===== config.mk =====
export PLATFORM = sky130hd
export DESIGN_NAME = oad_decoder
export DESIGN_NICKNAME = d
export VERILOG_FILES = /design/src/rtl/oad_pkg.sv /design/src/rtl/oad_decoder.sv
export SDC_FILE = /design/constraint.sdc
export NUM_CORES = 1
export LEC_CHECK = 0
export ABC_AREA = 1
export BUFFER_PORTS_ARGS = -buffer_cell sky130_fd_sc_hd__buf_2
export CORE_UTILIZATION = 55
export CTS_CLUSTER_SIZE = 20
export DETAILED_ROUTE_END_ITERATION = 10
export GPL_ROUTABILITY_DRIVEN = 1
export PLACE_DENSITY = 0.91
export SYNTH_ARGS = -nofsm -noshare
export SYNTH_HDL_FRONTEND = slang
export SYNTH_SLANG_ARGS = --single-unit
export TNS_END_PERCENT = 5

===== constraint.sdc =====
create_clock -name ref_clk -period 5.8 [get_ports ref_clk]
set_input_delay 0.58 -clock ref_clk [delete_from_list [all_inputs] [get_ports ref_clk]]
set_output_delay 0.58 -clock ref_clk [all_outputs]
set_load 0.02 [all_outputs]

===== src/rtl/oad_pkg.sv =====
package oad_pkg;
	// ==========================================================
	// Descriptor fields (bit 0 is most significant, as printed)
	localparam int OAD_DESC_W      = 12;
	localparam int OAD_WORD_W      = 36;
	localparam int OAD_ADDR_W      = 31;
	localparam int OAD_TAG_W       = 5;
	localparam int OAD_REG_W       = 7;
	localparam int OAD_SD_W        = 26;
	localparam int OAD_EWHI_W      = 5;
	localparam int OAD_FLD_W       = 6;
	localparam int OAD_MODE_W      = 5;
	localparam logic [OAD_MODE_W-1:0] OAD_MODE_LONG_VAR = 5'h02;
	localparam logic [OAD_FLD_W-1:0]  OAD_FLD_LONG_VAR  = 6'h00;
	// Singleword register 3 sits at quarterword address 12
	localparam logic [OAD_REG_W-1:0]  OAD_PC_REG        = 7'h0c;
	localparam int OAD_PR_MIN      = 3;
	localparam int OAD_SAO_SCALE   = 2;
	localparam int OAD_AR_SCALE    = 2;

	// ==========================================================
	// Operation kinds and precisions
	typedef enum logic [2:0]
	{
		OAD_OP_NONE     = 3'h0,
		OAD_OP_REG      = 3'h1,
		OAD_OP_MEM      = 3'h2,
		OAD_OP_MEM_IND  = 3'h3,
		OAD_OP_FAULT    = 3'h4,
		OAD_OP_ILLEGAL  = 3'h5
	} oad_op_e;

	typedef enum logic [1:0]
	{
		OAD_PREC_Q = 2'h0,
		OAD_PREC_H = 2'h1,
		OAD_PREC_S = 2'h2,
		OAD_PREC_D = 2'h3
	} oad_prec_e;

	typedef enum logic [2:0]
	{
		OAD_ST_IDLE  = 3'h0,
		OAD_ST_REGRD = 3'h1,
		OAD_ST_MEMRD = 3'h6,
		OAD_ST_DONE  = 3'h2,
		OAD_ST_ERR   = 3'h3
	} oad_state_e;

	typedef struct packed
	{
		logic [OAD_DESC_W-1:0] descriptor;
		logic [OAD_WORD_W-1:0] extended_word;
		oad_prec_e             prec;
		logic [OAD_TAG_W-1:0]  ring;
		logic [OAD_WORD_W-1:0] pc;
	} oad_req_s;

	typedef struct packed
	{
		oad_op_e               op;
		logic [OAD_REG_W-1:0]  reg_addr;
		logic [OAD_TAG_W-1:0]  tag;
		logic [OAD_ADDR_W-1:0] addr;
	} oad_rsp_s;
endpackage


===== src/rtl/oad_decoder.sv =====
`timescale 1ns/1ps
// Behaviour
// RL1: Short register form addresses a quarterword among 128 register locations.
// RL2: Register 3 in short register form is register 3, not the program counter.
// RL3: Pseudoregister reads aligned register 12..124 (encoded /4) as base pointer.
// RL4: Pseudoregister offset held divided by 4, scaled by 4, range -128..124.
// RL5: Base pointer is a 5-bit tag above a 31-bit address.
// RL6: Register 3 used as base pointer yields the program counter.
// RL7: Operand segment follows the base pointer used for its address.
// RL8: First address term and indirect words are base pointers alike.
// RL9: Software keeps pointer, operand address and base register aligned.
// RL10: Fixed-base takes 31-bit address from extended word, tag is current ring.
// RL11: Fixed-base high field 4..7 direct; 2,3,8..11 indirect.
// RL12: Variable-base adds signed 26-bit displacement to aligned register address.
// RL13: Variable-base high field 20..23 direct; 24..27 indirect.
// RL14: Long operand address decoded wholly from the 36-bit extended word.
// RL15: Mode high four bits zero selects register form, low bit joins field.
// RL16: Extension flag set means an extended word accompanies the descriptor.
// RL17: Offsets add modulo 2^31, never carrying into the tag.
// RL18: Misaligned operand address raises alignment fault, no memory access.
module oad_decoder
	import oad_pkg::*;
(
	input  wire logic                  ref_clk,
	input  wire logic                  rst_n,
	input  wire logic                  req_valid,
	input  wire oad_req_s              req,
	output logic                       req_ready,
	output logic                       reg_rd_en,
	output logic [OAD_REG_W-1:0]       reg_rd_addr,
	input  wire logic [OAD_WORD_W-1:0] reg_rd_data,
	output logic                       mem_rd_en,
	output logic [OAD_TAG_W-1:0]       mem_rd_tag,
	output logic [OAD_ADDR_W-1:0]      mem_rd_addr,
	input  wire logic                  mem_rd_valid,
	input  wire logic [OAD_WORD_W-1:0] mem_rd_data,
	output logic                       rsp_valid,
	output oad_rsp_s                   rsp
);

	// ==========================================================
	// Reset synchroniser
	logic rst_meta_ff;
	logic rst_sync_ff;

	always_ff @(posedge ref_clk or negedge rst_n)
	begin
		if (!rst_n)
		begin
			rst_meta_ff <= 1'b0;
			rst_sync_ff <= 1'b0;
		end
		else
		begin
			rst_meta_ff <= 1'b1;
			rst_sync_ff <= rst_meta_ff;
		end
	end

	// ==========================================================
	// Helpers
	// Modulo 2^31 add: the tag is carried separately, never touched
	function automatic logic [OAD_ADDR_W-1:0] add31(
		input logic [OAD_ADDR_W-1:0] base,
		input logic [OAD_ADDR_W-1:0] off
	);
		add31 = base + off; // [RL17]
	endfunction

	function automatic logic misaligned(
		input logic [OAD_ADDR_W-1:0] a,
		input oad_prec_e             p
	);
		logic [1:0] low;
		low = a[1:0];
		unique case (p)
			OAD_PREC_Q: misaligned = 1'b0;
			OAD_PREC_H: misaligned = low[0];
			OAD_PREC_S: misaligned = |low;
			OAD_PREC_D: misaligned = |low;
		endcase
	endfunction

	// Indirect words also pass here: bits 0..4 tag, 5..35 address [RL5] [RL8]
	function automatic logic [OAD_TAG_W-1:0] ptr_tag(input logic [OAD_WORD_W-1:0] w);
		ptr_tag = w[OAD_WORD_W-1 -: OAD_TAG_W];
	endfunction

	function automatic logic [OAD_ADDR_W-1:0] ptr_addr(input logic [OAD_WORD_W-1:0] w);
		ptr_addr = w[OAD_ADDR_W-1:0];
	endfunction

	// ==========================================================
	// Descriptor field split (printed bit 0 is our MSB)
	logic                  ext_flag;
	logic [OAD_MODE_W-1:0] mode_fld;
	logic [OAD_FLD_W-1:0]  low_fld;
	logic [OAD_EWHI_W-1:0] ew_hi;
	logic [OAD_REG_W-1:0]  pr_reg;
	logic [OAD_REG_W-1:0]  ar_reg;
	logic [OAD_ADDR_W-1:0] sao_ext;
	logic [OAD_ADDR_W-1:0] sd_ext;

	assign ext_flag = req.descriptor[11];
	assign mode_fld = req.descriptor[10:6];
	assign low_fld  = req.descriptor[5:0];
	assign ew_hi    = req.extended_word[35:31]; // [RL14]
	assign pr_reg   = {mode_fld, 2'b00}; // [RL3]
	assign ar_reg   = {req.extended_word[30:26], 2'b00}; // [RL12]
	assign sao_ext  = OAD_ADDR_W'({{(OAD_ADDR_W-8){low_fld[5]}}, low_fld, 2'b00}); // [RL4]
	assign sd_ext   = OAD_ADDR_W'({{(OAD_ADDR_W-OAD_SD_W){req.extended_word[25]}},
		req.extended_word[25:0]}); // [RL12]

	// ==========================================================
	// Control
	oad_state_e            state_ff;
	oad_prec_e             prec_ff;
	logic                  indir_ff;
	logic [OAD_ADDR_W-1:0] off_ff;
	logic [OAD_WORD_W-1:0] pc_ff;

	always_ff @(posedge ref_clk or negedge rst_sync_ff)
	begin
		if (!rst_sync_ff)
		begin
			state_ff    <= OAD_ST_IDLE;
			req_ready   <= 1'b0;
			reg_rd_en   <= 1'b0;
			reg_rd_addr <= '0;
			mem_rd_en   <= 1'b0;
			mem_rd_tag  <= '0;
			mem_rd_addr <= '0;
			rsp_valid   <= 1'b0;
			rsp         <= '0;
			prec_ff     <= OAD_PREC_Q;
			indir_ff    <= 1'b0;
			off_ff      <= '0;
			pc_ff       <= '0;
		end
		else
		begin
			reg_rd_en <= 1'b0;
			mem_rd_en <= 1'b0;
			rsp_valid <= 1'b0;
			unique case (state_ff)
				OAD_ST_IDLE:
				begin
					req_ready <= 1'b1;
					if (req_valid && req_ready)
					begin
						req_ready <= 1'b0;
						prec_ff   <= req.prec;
						pc_ff     <= req.pc;
						rsp       <= '0;
						if (!ext_flag && mode_fld[4:1] == 4'h0)
						begin
							// Register operand, R3 is itself here [RL1] [RL2] [RL15]
							rsp.op       <= misaligned(OAD_ADDR_W'({mode_fld[0], low_fld}),
								req.prec) ? OAD_OP_FAULT : OAD_OP_REG; // [RL18]
							rsp.reg_addr <= {mode_fld[0], low_fld};
							state_ff     <= OAD_ST_DONE;
						end
						else if (!ext_flag && int'(mode_fld) >= OAD_PR_MIN)
						begin
							reg_rd_en   <= 1'b1; // [RL3]
							reg_rd_addr <= pr_reg;
							off_ff      <= sao_ext;
							indir_ff    <= 1'b0;
							state_ff    <= OAD_ST_REGRD;
						end
						else if (ext_flag && mode_fld == OAD_MODE_LONG_VAR
							&& low_fld == OAD_FLD_LONG_VAR) // [RL16]
						begin
							if (ew_hi inside {[5'd2:5'd11]}) // [RL10] [RL11]
							begin
								rsp.tag  <= req.ring;
								rsp.addr <= req.extended_word[30:0];
								indir_ff <= !(ew_hi inside {[5'd4:5'd7]});
								if (!(ew_hi inside {[5'd4:5'd7]}))
								begin
									mem_rd_en   <= 1'b1;
									mem_rd_tag  <= req.ring;
									mem_rd_addr <= req.extended_word[30:0];
									state_ff    <= OAD_ST_MEMRD;
								end
								else
								begin
									rsp.op   <= misaligned(req.extended_word[30:0], req.prec)
										? OAD_OP_FAULT : OAD_OP_MEM; // [RL18]
									state_ff <= OAD_ST_DONE;
								end
							end
							else if (ew_hi inside {[5'd20:5'd27]}) // [RL12] [RL13]
							begin
								reg_rd_en   <= 1'b1;
								reg_rd_addr <= ar_reg;
								off_ff      <= sd_ext;
								indir_ff    <= ew_hi[3];
								state_ff    <= OAD_ST_REGRD;
							end
							else
							begin
								rsp.op   <= OAD_OP_ILLEGAL;
								state_ff <= OAD_ST_DONE;
							end
						end
						else
						begin
							// Constants and combined modes live elsewhere
							rsp.op   <= OAD_OP_ILLEGAL;
							state_ff <= OAD_ST_DONE;
						end
					end
				end
				OAD_ST_REGRD:
				begin
					// Base register: R3 reads as the program counter [RL6] [RL7]
					if (reg_rd_addr == OAD_PC_REG)
					begin
						rsp.tag  <= ptr_tag(pc_ff);
						rsp.addr <= add31(ptr_addr(pc_ff), off_ff);
					end
					else
					begin
						rsp.tag  <= ptr_tag(reg_rd_data);
						rsp.addr <= add31(ptr_addr(reg_rd_data), off_ff);
					end
					if (indir_ff)
					begin
						mem_rd_en   <= 1'b1; // [RL13]
						mem_rd_tag  <= (reg_rd_addr == OAD_PC_REG) ? ptr_tag(pc_ff)
							: ptr_tag(reg_rd_data);
						mem_rd_addr <= (reg_rd_addr == OAD_PC_REG)
							? add31(ptr_addr(pc_ff), off_ff)
							: add31(ptr_addr(reg_rd_data), off_ff);
						state_ff    <= OAD_ST_MEMRD;
					end
					else
					begin
						state_ff <= OAD_ST_ERR;
					end
				end
				OAD_ST_ERR:
				begin
					rsp.op   <= misaligned(rsp.addr, prec_ff) ? OAD_OP_FAULT : OAD_OP_MEM; // [RL18]
					state_ff <= OAD_ST_DONE;
				end
				OAD_ST_MEMRD:
				begin
					if (mem_rd_valid)
					begin
						// Fetched word becomes the new base pointer [RL8]
						rsp.tag  <= ptr_tag(mem_rd_data);
						rsp.addr <= ptr_addr(mem_rd_data);
						rsp.op   <= misaligned(ptr_addr(mem_rd_data), prec_ff)
							? OAD_OP_FAULT : OAD_OP_MEM_IND; // [RL18]
						state_ff <= OAD_ST_DONE;
					end
				end
				OAD_ST_DONE:
				begin
					rsp_valid <= 1'b1;
					state_ff  <= OAD_ST_IDLE;
				end
				default:
				begin
					state_ff <= OAD_ST_IDLE;
				end
			endcase
		end
	end

endmodule


==> results.json, run 1 <==
{
  "synth.distinct_cells": 53,
  "area_delta_synth_final_pct": 15.9,
  "cts_root_buf": "clkbuf_16",
  "synth_top_area_cell": "dfrtp_1",
  "dp_hpwl_um": 32800,
  "clock-sinks": 161,
  "yosys-top-cells-count": "nand2_1 (650), inv_1 (257), nor2_1 (167)",
  "crit_path_end_kind": "flop",
  "start_kind": "flop",
  "clk_pin_slew_ps": 70,
  "route.detailed.drc": 0,
  "ys_seq_elements": 161,
  "grt_pass1_wl_um": 66300,
  "avgRoutedWirePerCell_um": 17.2,
  "power_density_nw_per_um2": 611,
  "nNetsFinal": 2364,
  "critPathArrivalTime_ps": 3380,
  "synth_most_common_cell": "nand2_1",
  "clock_latency_ps": 440,
  "grt_antenna_before_repair": 4,
  "cts_tree": "done",
  "die_w_um": 153,
  "layout.cells.non_filler": 2436,
  "initialDrtViolationCount": 1147,
  "drv_cap": 0,
  "core_um2": 22600,
  "cts-resized-gates": 0,
  "die_area_um2": 23500,
  "cts.htree.levels": 4,
  "worstSetupPathType": "reg2reg",
  "status": "finished, final reports clean",
  "crit_family": "simple AND/OR/NAND/NOR gates",
  "routabilityCongestion": 0.995,
  "fin_area_um2": 14600,
  "synth_area_leaders": "dfrtp_1 (32%), nand2_1 (19%), inv_1 (7.7%)",
  "drv_slew": 0,
  "io_buffers": 256,
  "slew_headroom_pct": 43.1,
  "cts-root-to-sink-buffers": 2,
  "drive_gt1_share_pct": 18.4,
  "worst_pin_slew_ps": 852,
  "layout_min_cycle_time_ps": 3030,
  "postPlaceCellArea_um2": 14000,
  "first_global_vias": 13100,
  "grt_overflow_total": 0,
  "syn_avg_cell_area_um2": 6.61,
  "synthFlopType": "dfrtp_1",
  "cp_data_required_time_ps": 6150,
  "synth_edf_count": 0,
  "postCtsHoldBufs": 1,
  "finalHoldViolations": 0,
  "cp_slowest_cell": "inv_2",
  "synth-seq-area-share_pct": 32.0,
  "grt_use_total_pct": 36.1,
  "place_inst": 2400,
  "drt_wl_total_um": 42000,
  "synth.top_cell.area_share_pct": 32.0,
  "die_h_um": 153,
  "num_rows": 55,
  "pre_cts_ws_ps": 2670,
  "cp_max_fo": 41,
  "period_share_pct": 52.2,
  "dr.pass1.iters": 6,
  "final-setup-viol-count": 0,
  "fin_worst_skew_ps": 12.4,
  "initial_core_util_pct": 55.8,
  "io_pins": 260,
  "cp_cell_sequence": "nor2_2 -> inv_2 -> nor2_8 -> inv_2 -> or2_1 -> nand4_2 -> buf_4 -> a21oi_1 -> a21oi_1",
  "rsz0062_at_grt": "no",
  "vias": 13700,
  "hold_path_class": "reg2async",
  "ir_drop_uv": 376,
  "hold_ws_ps": 272,
  "fmax_mhz": 330,
  "slowest_delay_ps": 490,
  "syn-cell-area_um2": 12600,
  "p_leak_nw": 8.18,
  "fin_setup_tns_ps": 0,
  "path_buf_inv": 3,
  "netlist_instances": 1905,
  "async_reset_ff_share_pct": 100,
  "cts_setup_buffers": 0,
  "numCtsBuffers": 17,
  "grt_max_degree": 69,
  "ys_warn_count": 0,
  "setup_ws_ps": 2770,
  "vias_per_cell": 5.61,
  "drtAntennaViolNets": 0
}
-- cell type report --
| type | instances | area (um2) |
|---|---|---|
| diodes | 3 | 7.51 |
| clock buffers | 17 | 425 |
| clock inverters | 15 | 146 |
| fillers | 2050 | 7970 |
| inverters | 272 | 1020 |
| multi-input cells | 1418 | 7260 |
| flip-flops and latches | 161 | 4030 |
| well taps | 285 | 357 |
| repair buffers | 265 | 1350 |
-- worst reg2reg max path: cells and delay by family, from the launching register on --
family,cells,cell delay [ps]
AO/OA/AOI/OAI,2,340
buffers and inverters,3,1020
flip-flops,1,430
AND/OR/NAND/NOR,4,1160
-- report_power, final --
part           internal, mW  leakage, nW  switching (mW)
Clock                 0.572        0.275           0.529
Sequential             1.66         1.95           0.473
Combinational          1.96         5.96            3.72
-- registers in the layout, indices dropped and copies added, names as in the netlist --
register     count
indir_ff         1
mem_rd_addr     31
mem_rd_en        1
mem_rd_tag       5
off_ff          26
pc_ff           36
prec_ff          2
reg_rd_addr      5
reg_rd_en        1
req_ready        1
rsp             46
rsp_valid        1
rst_meta_ff      1
rst_sync_ff      1
state_ff         3
-- kinds of logic after synthesis --
family,synth area share (%)
simple gates,33.1
buf+inv,10.4
compound gates,13.9
flops,32.0
fa+ha+maj,6.28
mux,3.22
xor+xnor,1.04
other cells,0.0596
-- layer usage --
layer | GRT usage, % | vias to the layer above | part of all wire (%)
li1 | - | 6520 | -
met1 | 45.9 | 6252 | 40
met2 | 58.4 | 747 | 46
met3 | 8.25 | 145 | 10
met4 | 16.4 | 2 | 4.5
met5 | 0 | - | 0.033
-- metrics by stage --
| stage | util [%] | total power [mW] |
|---|---|---|
| after floorplan | - | 6.04 |
| after global placement | 62.1 | 7.51 |
| after detailed placement | 62.1 | 7.66 |
| after CTS | 64.7 | 8.79 |
| after global routing | 64.7 | 9.57 |
| final | 64.7 | 8.92 |
-- cell usage in the layout, fill, tap and decap left out, types with 11 or more instances in the layout --
cell       instances
buf_2            256
nor2_1           167
nand3_1          117
dfrtp_1          160
inv_2             14
clkbuf_16         17
ha_1              60
a21boi_1          11
nand4_1           11
inv_1            257
mux2_2            36
a21oi_2           12
a21oi_1          146
nor3_1            13
nand3b_1          11
o21ai_0           74
xor2_1            11
nand2_1          650
-- final timing paths --
check / from / to / slack (ps) / cells past startpoint
max: state_ff[1] / mem_rd_addr[21] / 2770 / 9
min: rst_sync_ff / rsp[23] / 270 / 0
max reg2reg: state_ff[1] / mem_rd_addr[21] / 2770 / 9
min reg2reg: rst_sync_ff / rsp[23] / 270 / 0
max in group asynchronous: rst_sync_ff / mem_rd_addr[8] / 4330 / 1
min in group ref_clk: rst_meta_ff / rst_sync_ff / 350 / 0
Note: power is estimated with default switching activity, not from simulation.
==> run 2: changes to the inputs <==
==> constraint.sdc (replaced) <==
create_clock -name ref_clk -period 3.1 [get_ports ref_clk]
set_input_delay 0.31 -clock ref_clk [delete_from_list [all_inputs] [get_ports ref_clk]]
set_output_delay 0.31 -clock ref_clk [all_outputs]
set_load 0.02 [all_outputs]
==> results.json, run 2 (synthesized netlist as in run 1, its figures left out) <==
{
  "initialDrtViolationCount": 1331,
  "io_buffers": 256,
  "clock-sinks": 161,
  "finalHoldViolations": 0,
  "die_area_um2": 23500,
  "path_buf_inv": 1,
  "drtAntennaViolNets": 0,
  "rsz0062_at_grt": "no",
  "core_um2": 22600,
  "dp_hpwl_um": 33100,
  "min_path_cells": 3,
  "worst_pin_slew_ps": 992,
  "reg2reg_from": "off_ff[10]",
  "grt_pass1_wl_um": 66400,
  "clk_pin_slew_ps": 70,
  "dr.pass1.iters": 6,
  "slew_headroom_pct": 33.9,
  "worst_hold_startpoint": "req[1]",
  "grt_use_total_pct": 36.2,
  "clock_latency_ps": 440,
  "cts_tree": "done",
  "p_leak_nw": 8.23,
  "hold_ws_ps": 94.2,
  "layout_commonest_cell": "nand2_1",
  "r2r-end": "mem_rd_addr[11]",
  "die_w_um": 153,
  "fin_worst_skew_ps": 19.0,
  "power_density_nw_per_um2": 1150,
  "layout_min_cycle_time_ps": 2620,
  "status": "finished, final reports clean",
  "cts-resized-gates": 0,
  "grt_overflow_total": 0,
  "num_rows": 55,
  "die_h_um": 153,
  "place_inst": 2405,
  "hold_path_class": "in2reg",
  "crit_path_end_kind": "flop",
  "cp.depth": 9,
  "cp_cell_sequence": "ha_1 -> nand2_1 -> inv_1 -> a21oi_1 -> nand3_1 -> o21ai_0 -> nand2_1 -> nand2_1 -> a21oi_1",
  "worstSetupPathType": "reg2reg",
  "cts_setup_buffers": 0,
  "start_kind": "flop",
  "postPlaceCellArea_um2": 14100,
  "largest_reg_flops": 46,
  "cts_root_buf": "clkbuf_16",
  "postCtsHoldBufs": 1,
  "vias_per_cell": 5.62,
  "r2r_slack_ps": 480,
  "drv_slew": 0,
  "route.detailed.drc": 0,
  "drv_cap": 0,
  "fin_area_um2": 14700,
  "crit_family": "simple AND/OR/NAND/NOR gates",
  "reg2reg_depth": 9,
  "final-setup-viol-count": 0,
  "fmax_mhz": 381,
  "cts.htree.levels": 4,
  "area_delta_synth_final_pct": 16.8,
  "worst_path_most_repeated_cell": "nand2_1",
  "drive_gt1_share_pct": 18.6,
  "cts-root-to-sink-buffers": 2,
  "layout.cells.non_filler": 2438,
  "vias": 13700,
  "diodes": 0,
  "ir_drop_uv": 745,
  "grt_antenna_before_repair": 0,
  "fillCellCount": 2003,
  "regMostFlops": "rsp",
  "cp_slowest_cell": "dfrtp_1",
  "numCtsBuffers": 17,
  "cp_max_fo": 5,
  "reg_top3": "rsp: 46 flops, pc_ff: 36 flops, mem_rd_addr: 31 flops",
  "drt_wl_total_um": 42400,
  "cp_data_required_time_ps": 3430,
  "io_pins": 260,
  "final_cell_mix": "nand2_1 (650), inv_1 (257), buf_2 (256)",
  "slowest_delay_ps": 460,
  "total_power_mw": 16.9,
  "first_global_vias": 12900,
  "period_share_pct": 84.6,
  "critPathArrivalTime_ps": 2950,
  "initial_core_util_pct": 55.8,
  "grt_max_degree": 160,
  "fin_setup_tns_ps": 0,
  "routabilityCongestion": 0.975,
  "hold_end": "pc_ff[1]",
  "nNetsFinal": 2369,
  "avgRoutedWirePerCell_um": 17.4
}
[run 2: cell count changes in the layout (fill, tap and decap cells not counted), sizes merged]
cell | before | now
bufinv | 0 | 3
buf | 264 | 269
diode | 3 | 0
clkinv | 4 | 2
clkbuf | 17 | 19
inv | 280 | 277
[run 2: routing by layer]
metal | part of all wire (%) | routed length [um] | GRT usage [%]
met1 | 40 | 17100 | 47.2
met2 | 45 | 19300 | 58.6
met4 | 4.6 | 1950 | 17.3
met5 | 0 | 0 | 0
met3 | 9.5 | 4020 | 6.24
[run 2: tightest hold or removal path, stage by stage]
cell and delay [ps]:
buf_2 80, nand2_1 40, o21ai_0 50
[run 2: stage by stage]
step	utilization, %	setup slack [ps]
CTS	65.2	552
floorplan	-	435
detailed placement	62.4	531
global placement	62.4	601
finish	65.2	478
global route	65.2	315
[run 2: final cells by class]
class	instances	area, um2	share of cell area [%]
multi-input combinational	1418	7260	49.4
sequential	161	4030	27.4
timing repair buffer	270	1410	9.61
inverter	272	1020	6.94
clock buffer	19	453	3.08
tap	285	357	2.42
clock inverter	13	173	1.17
[run 2: worst max-delay path by stage]
stage          slack (ps)            from         endpoint
2_1_floorplan         430     rst_sync_ff         indir_ff
3_3_place_gp          600  reg_rd_data[0]  mem_rd_addr[28]
3_5_place_dp          530  reg_rd_data[0]          rsp[28]
4_1_cts               550       off_ff[0]          rsp[28]
5_1_grt               310       off_ff[0]          rsp[28]
6_report              480      off_ff[10]  mem_rd_addr[11]
[run 2: power breakdown]
| part | switching, mW | total, mW | internal, mW |
|---|---|---|---|
| sequential | 0.858 | 3.97 | 3.12 |
| clock | 0.927 | 2.25 | 1.33 |
| combinational | 7.01 | 10.7 | 3.70 |
==> run 3: changes to the inputs <==
--- a/config.mk
+++ b/config.mk
@@ -7,11 +7,11 @@
 export LEC_CHECK = 0
 export ABC_AREA = 1
 export BUFFER_PORTS_ARGS = -buffer_cell sky130_fd_sc_hd__buf_2
-export CORE_UTILIZATION = 55
+export CORE_UTILIZATION = 51
 export CTS_CLUSTER_SIZE = 20
 export DETAILED_ROUTE_END_ITERATION = 10
 export GPL_ROUTABILITY_DRIVEN = 1
-export PLACE_DENSITY = 0.91
+export PLACE_DENSITY = 0.89
 export SYNTH_ARGS = -nofsm -noshare
 export SYNTH_HDL_FRONTEND = slang
 export SYNTH_SLANG_ARGS = --single-unit
==> constraint.sdc (replaced) <==
create_clock -name ref_clk -period 2.4 [get_ports ref_clk]
set_input_delay 0.24 -clock ref_clk [delete_from_list [all_inputs] [get_ports ref_clk]]
set_output_delay 0.24 -clock ref_clk [all_outputs]
set_load 0.02 [all_outputs]
==> results.json, run 3 (synthesized netlist as in run 1, its figures left out) <==
{
  "layout_min_cycle_time_ps": 2300,
  "fin_worst_skew_ps": 13.6,
  "start_kind": "flop",
  "drv_slew": 0,
  "gr-usage-met3_pct": 8.18,
  "drt_wl_total_um": 44700,
  "cts_root_buf": "clkbuf_16",
  "fillCellCount": 2161,
  "crit_family": "simple AND/OR/NAND/NOR gates",
  "routabilityCongestion": 0.987,
  "reg2reg_from": "off_ff[9]",
  "r2r_slack_ps": 100,
  "nNetsFinal": 2394,
  "reg_top3": "rsp: 46 flops, pc_ff: 36 flops, mem_rd_addr: 31 flops",
  "io_buffers": 256,
  "power_density_nw_per_um2": 1500,
  "period_share_pct": 95.8,
  "dp_hpwl_um": 34600,
  "p_leak_nw": 8.40,
  "largest_reg_flops": 46,
  "cts-root-to-sink-buffers": 2,
  "critPathArrivalTime_ps": 2660,
  "worst_hold_startpoint": "req[33]",
  "grtUsageMet1_pct": 43.6,
  "vias": 13900,
  "dr.pass1.iters": 7,
  "initialDrtViolationCount": 1468,
  "drive_gt1_share_pct": 23.1,
  "worstSetupPathType": "reg2reg",
  "slowest_delay_ps": 410,
  "fmax_mhz": 435,
  "fin_area_um2": 15400,
  "numCtsBuffers": 17,
  "total_power_mw": 23.1,
  "avgRoutedWirePerCell_um": 17.8,
  "drv_cap": 0,
  "crit_path_end_kind": "flop",
  "final_cell_mix": "nand2_1 (633), buf_2 (256), inv_1 (255)",
  "status": "finished, final reports clean",
  "final-setup-viol-count": 0,
  "io_pins": 260,
  "cp_data_required_time_ps": 2760,
  "hold_ws_ps": 27.6,
  "cp.depth": 12,
  "clock-sinks": 161,
  "r2r-end": "mem_rd_addr[19]",
  "initial_core_util_pct": 52.0,
  "reg2reg_depth": 12,
  "clk_pin_slew_ps": 70,
  "clock_latency_ps": 440,
  "worst_path_most_repeated_cell": "nand2_1",
  "cts.htree.levels": 4,
  "vias_per_cell": 5.54,
  "worst_pin_slew_ps": 638,
  "cp_cell_sequence": "ha_1 -> nand2_1 -> buf_4 -> nor2_1 -> nand3_1 -> nand3_2 -> nand2_1 -> nand3b_1 -> nand3_1 -> nand2_1 -> nand2_1 -> a21oi_1",
  "grt_pass1_wl_um": 68400,
  "grt-busiest-layer": "met2",
  "layout_commonest_cell": "nand2_1",
  "cp_slowest_cell": "dfrtp_1",
  "regMostFlops": "rsp",
  "first_global_vias": 13200,
  "die_w_um": 159,
  "die_h_um": 159,
  "area_delta_synth_final_pct": 22.5,
  "rsz0062_at_grt": "yes",
  "globalRouteMet2Util_pct": 57.6,
  "path_buf_inv": 1,
  "hold_path_class": "in2reg",
  "drtAntennaViolNets": 0,
  "postPlaceCellArea_um2": 14400,
  "slew_headroom_pct": 57.4,
  "cts_tree": "done",
  "grt_use_total_pct": 34.5,
  "route.detailed.drc": 0,
  "grt_antenna_before_repair": 3,
  "startpoint": "off_ff[9]",
  "fin_setup_tns_ps": 0,
  "worstSetupEndpoint": "mem_rd_addr[19]",
  "grt_max_degree": 57,
  "grt_overflow_total": 0,
  "core_um2": 24200,
  "cp_max_fo": 5,
  "die_area_um2": 25300,
  "ir_drop_uv": 1100,
  "finalHoldViolations": 0,
  "num_rows": 57
}
[run 3: worst min-delay path by stage]
stage / to / cells after the start
final: pc_ff[33] / 2
after CTS: prec_ff[1] / 3
after floorplan: rst_meta_ff / 0
after detailed placement: rst_meta_ff / 1
after global placement: rst_meta_ff / 1
after global routing: pc_ff[29] / 2
[run 3: repair_timing]
item                                    CTS  global route
endpoints found under the hold margin     2             0
gates resized for setup                   7            73
hold buffers                              1             0
pin swaps                                 0            11
endpoints found under the setup margin    8            42
buffers inserted                          0             2
[run 3: metrics by stage]
step | std cells | setup slack [ps] | util, %
6_report | 2506 | 102 | 63.7
5_1_grt | 2503 | -57.9 | 63.6
4_1_cts | 2500 | 0.142 | 62.0
3_5_place_dp | 2467 | -86.4 | 59.2
3_3_place_gp | 2467 | 50.8 | 59.2
2_1_floorplan | 1906 | 376 | -
[run 3: layout make-up]
cell class / instances / area (um2) / area share [%]
clock buffer: 17 / 425 / 2.76
multi-input combinational: 1418 / 7650 / 49.6
timing repair buffer: 295 / 1660 / 10.8
clock inverter: 15 / 216 / 1.40
sequential: 161 / 4040 / 26.2
tap: 324 / 405 / 2.63
inverter: 272 / 1020 / 6.61
antenna: 4 / 10.0 / 0.0649
[run 3: power breakdown]
part | internal (mW) | switching (mW)
Clock | 1.78 | 1.27
Combinational | 5.43 | 9.38
Sequential | 4.03 | 1.22
[run 3: layer usage]
layer | vias up | share of wire [%]
li1 | 6581 | -
met5 | - | 0.022
met1 | 6406 | 39
met2 | 767 | 47
met3 | 131 | 11
met4 | 2 | 3.6
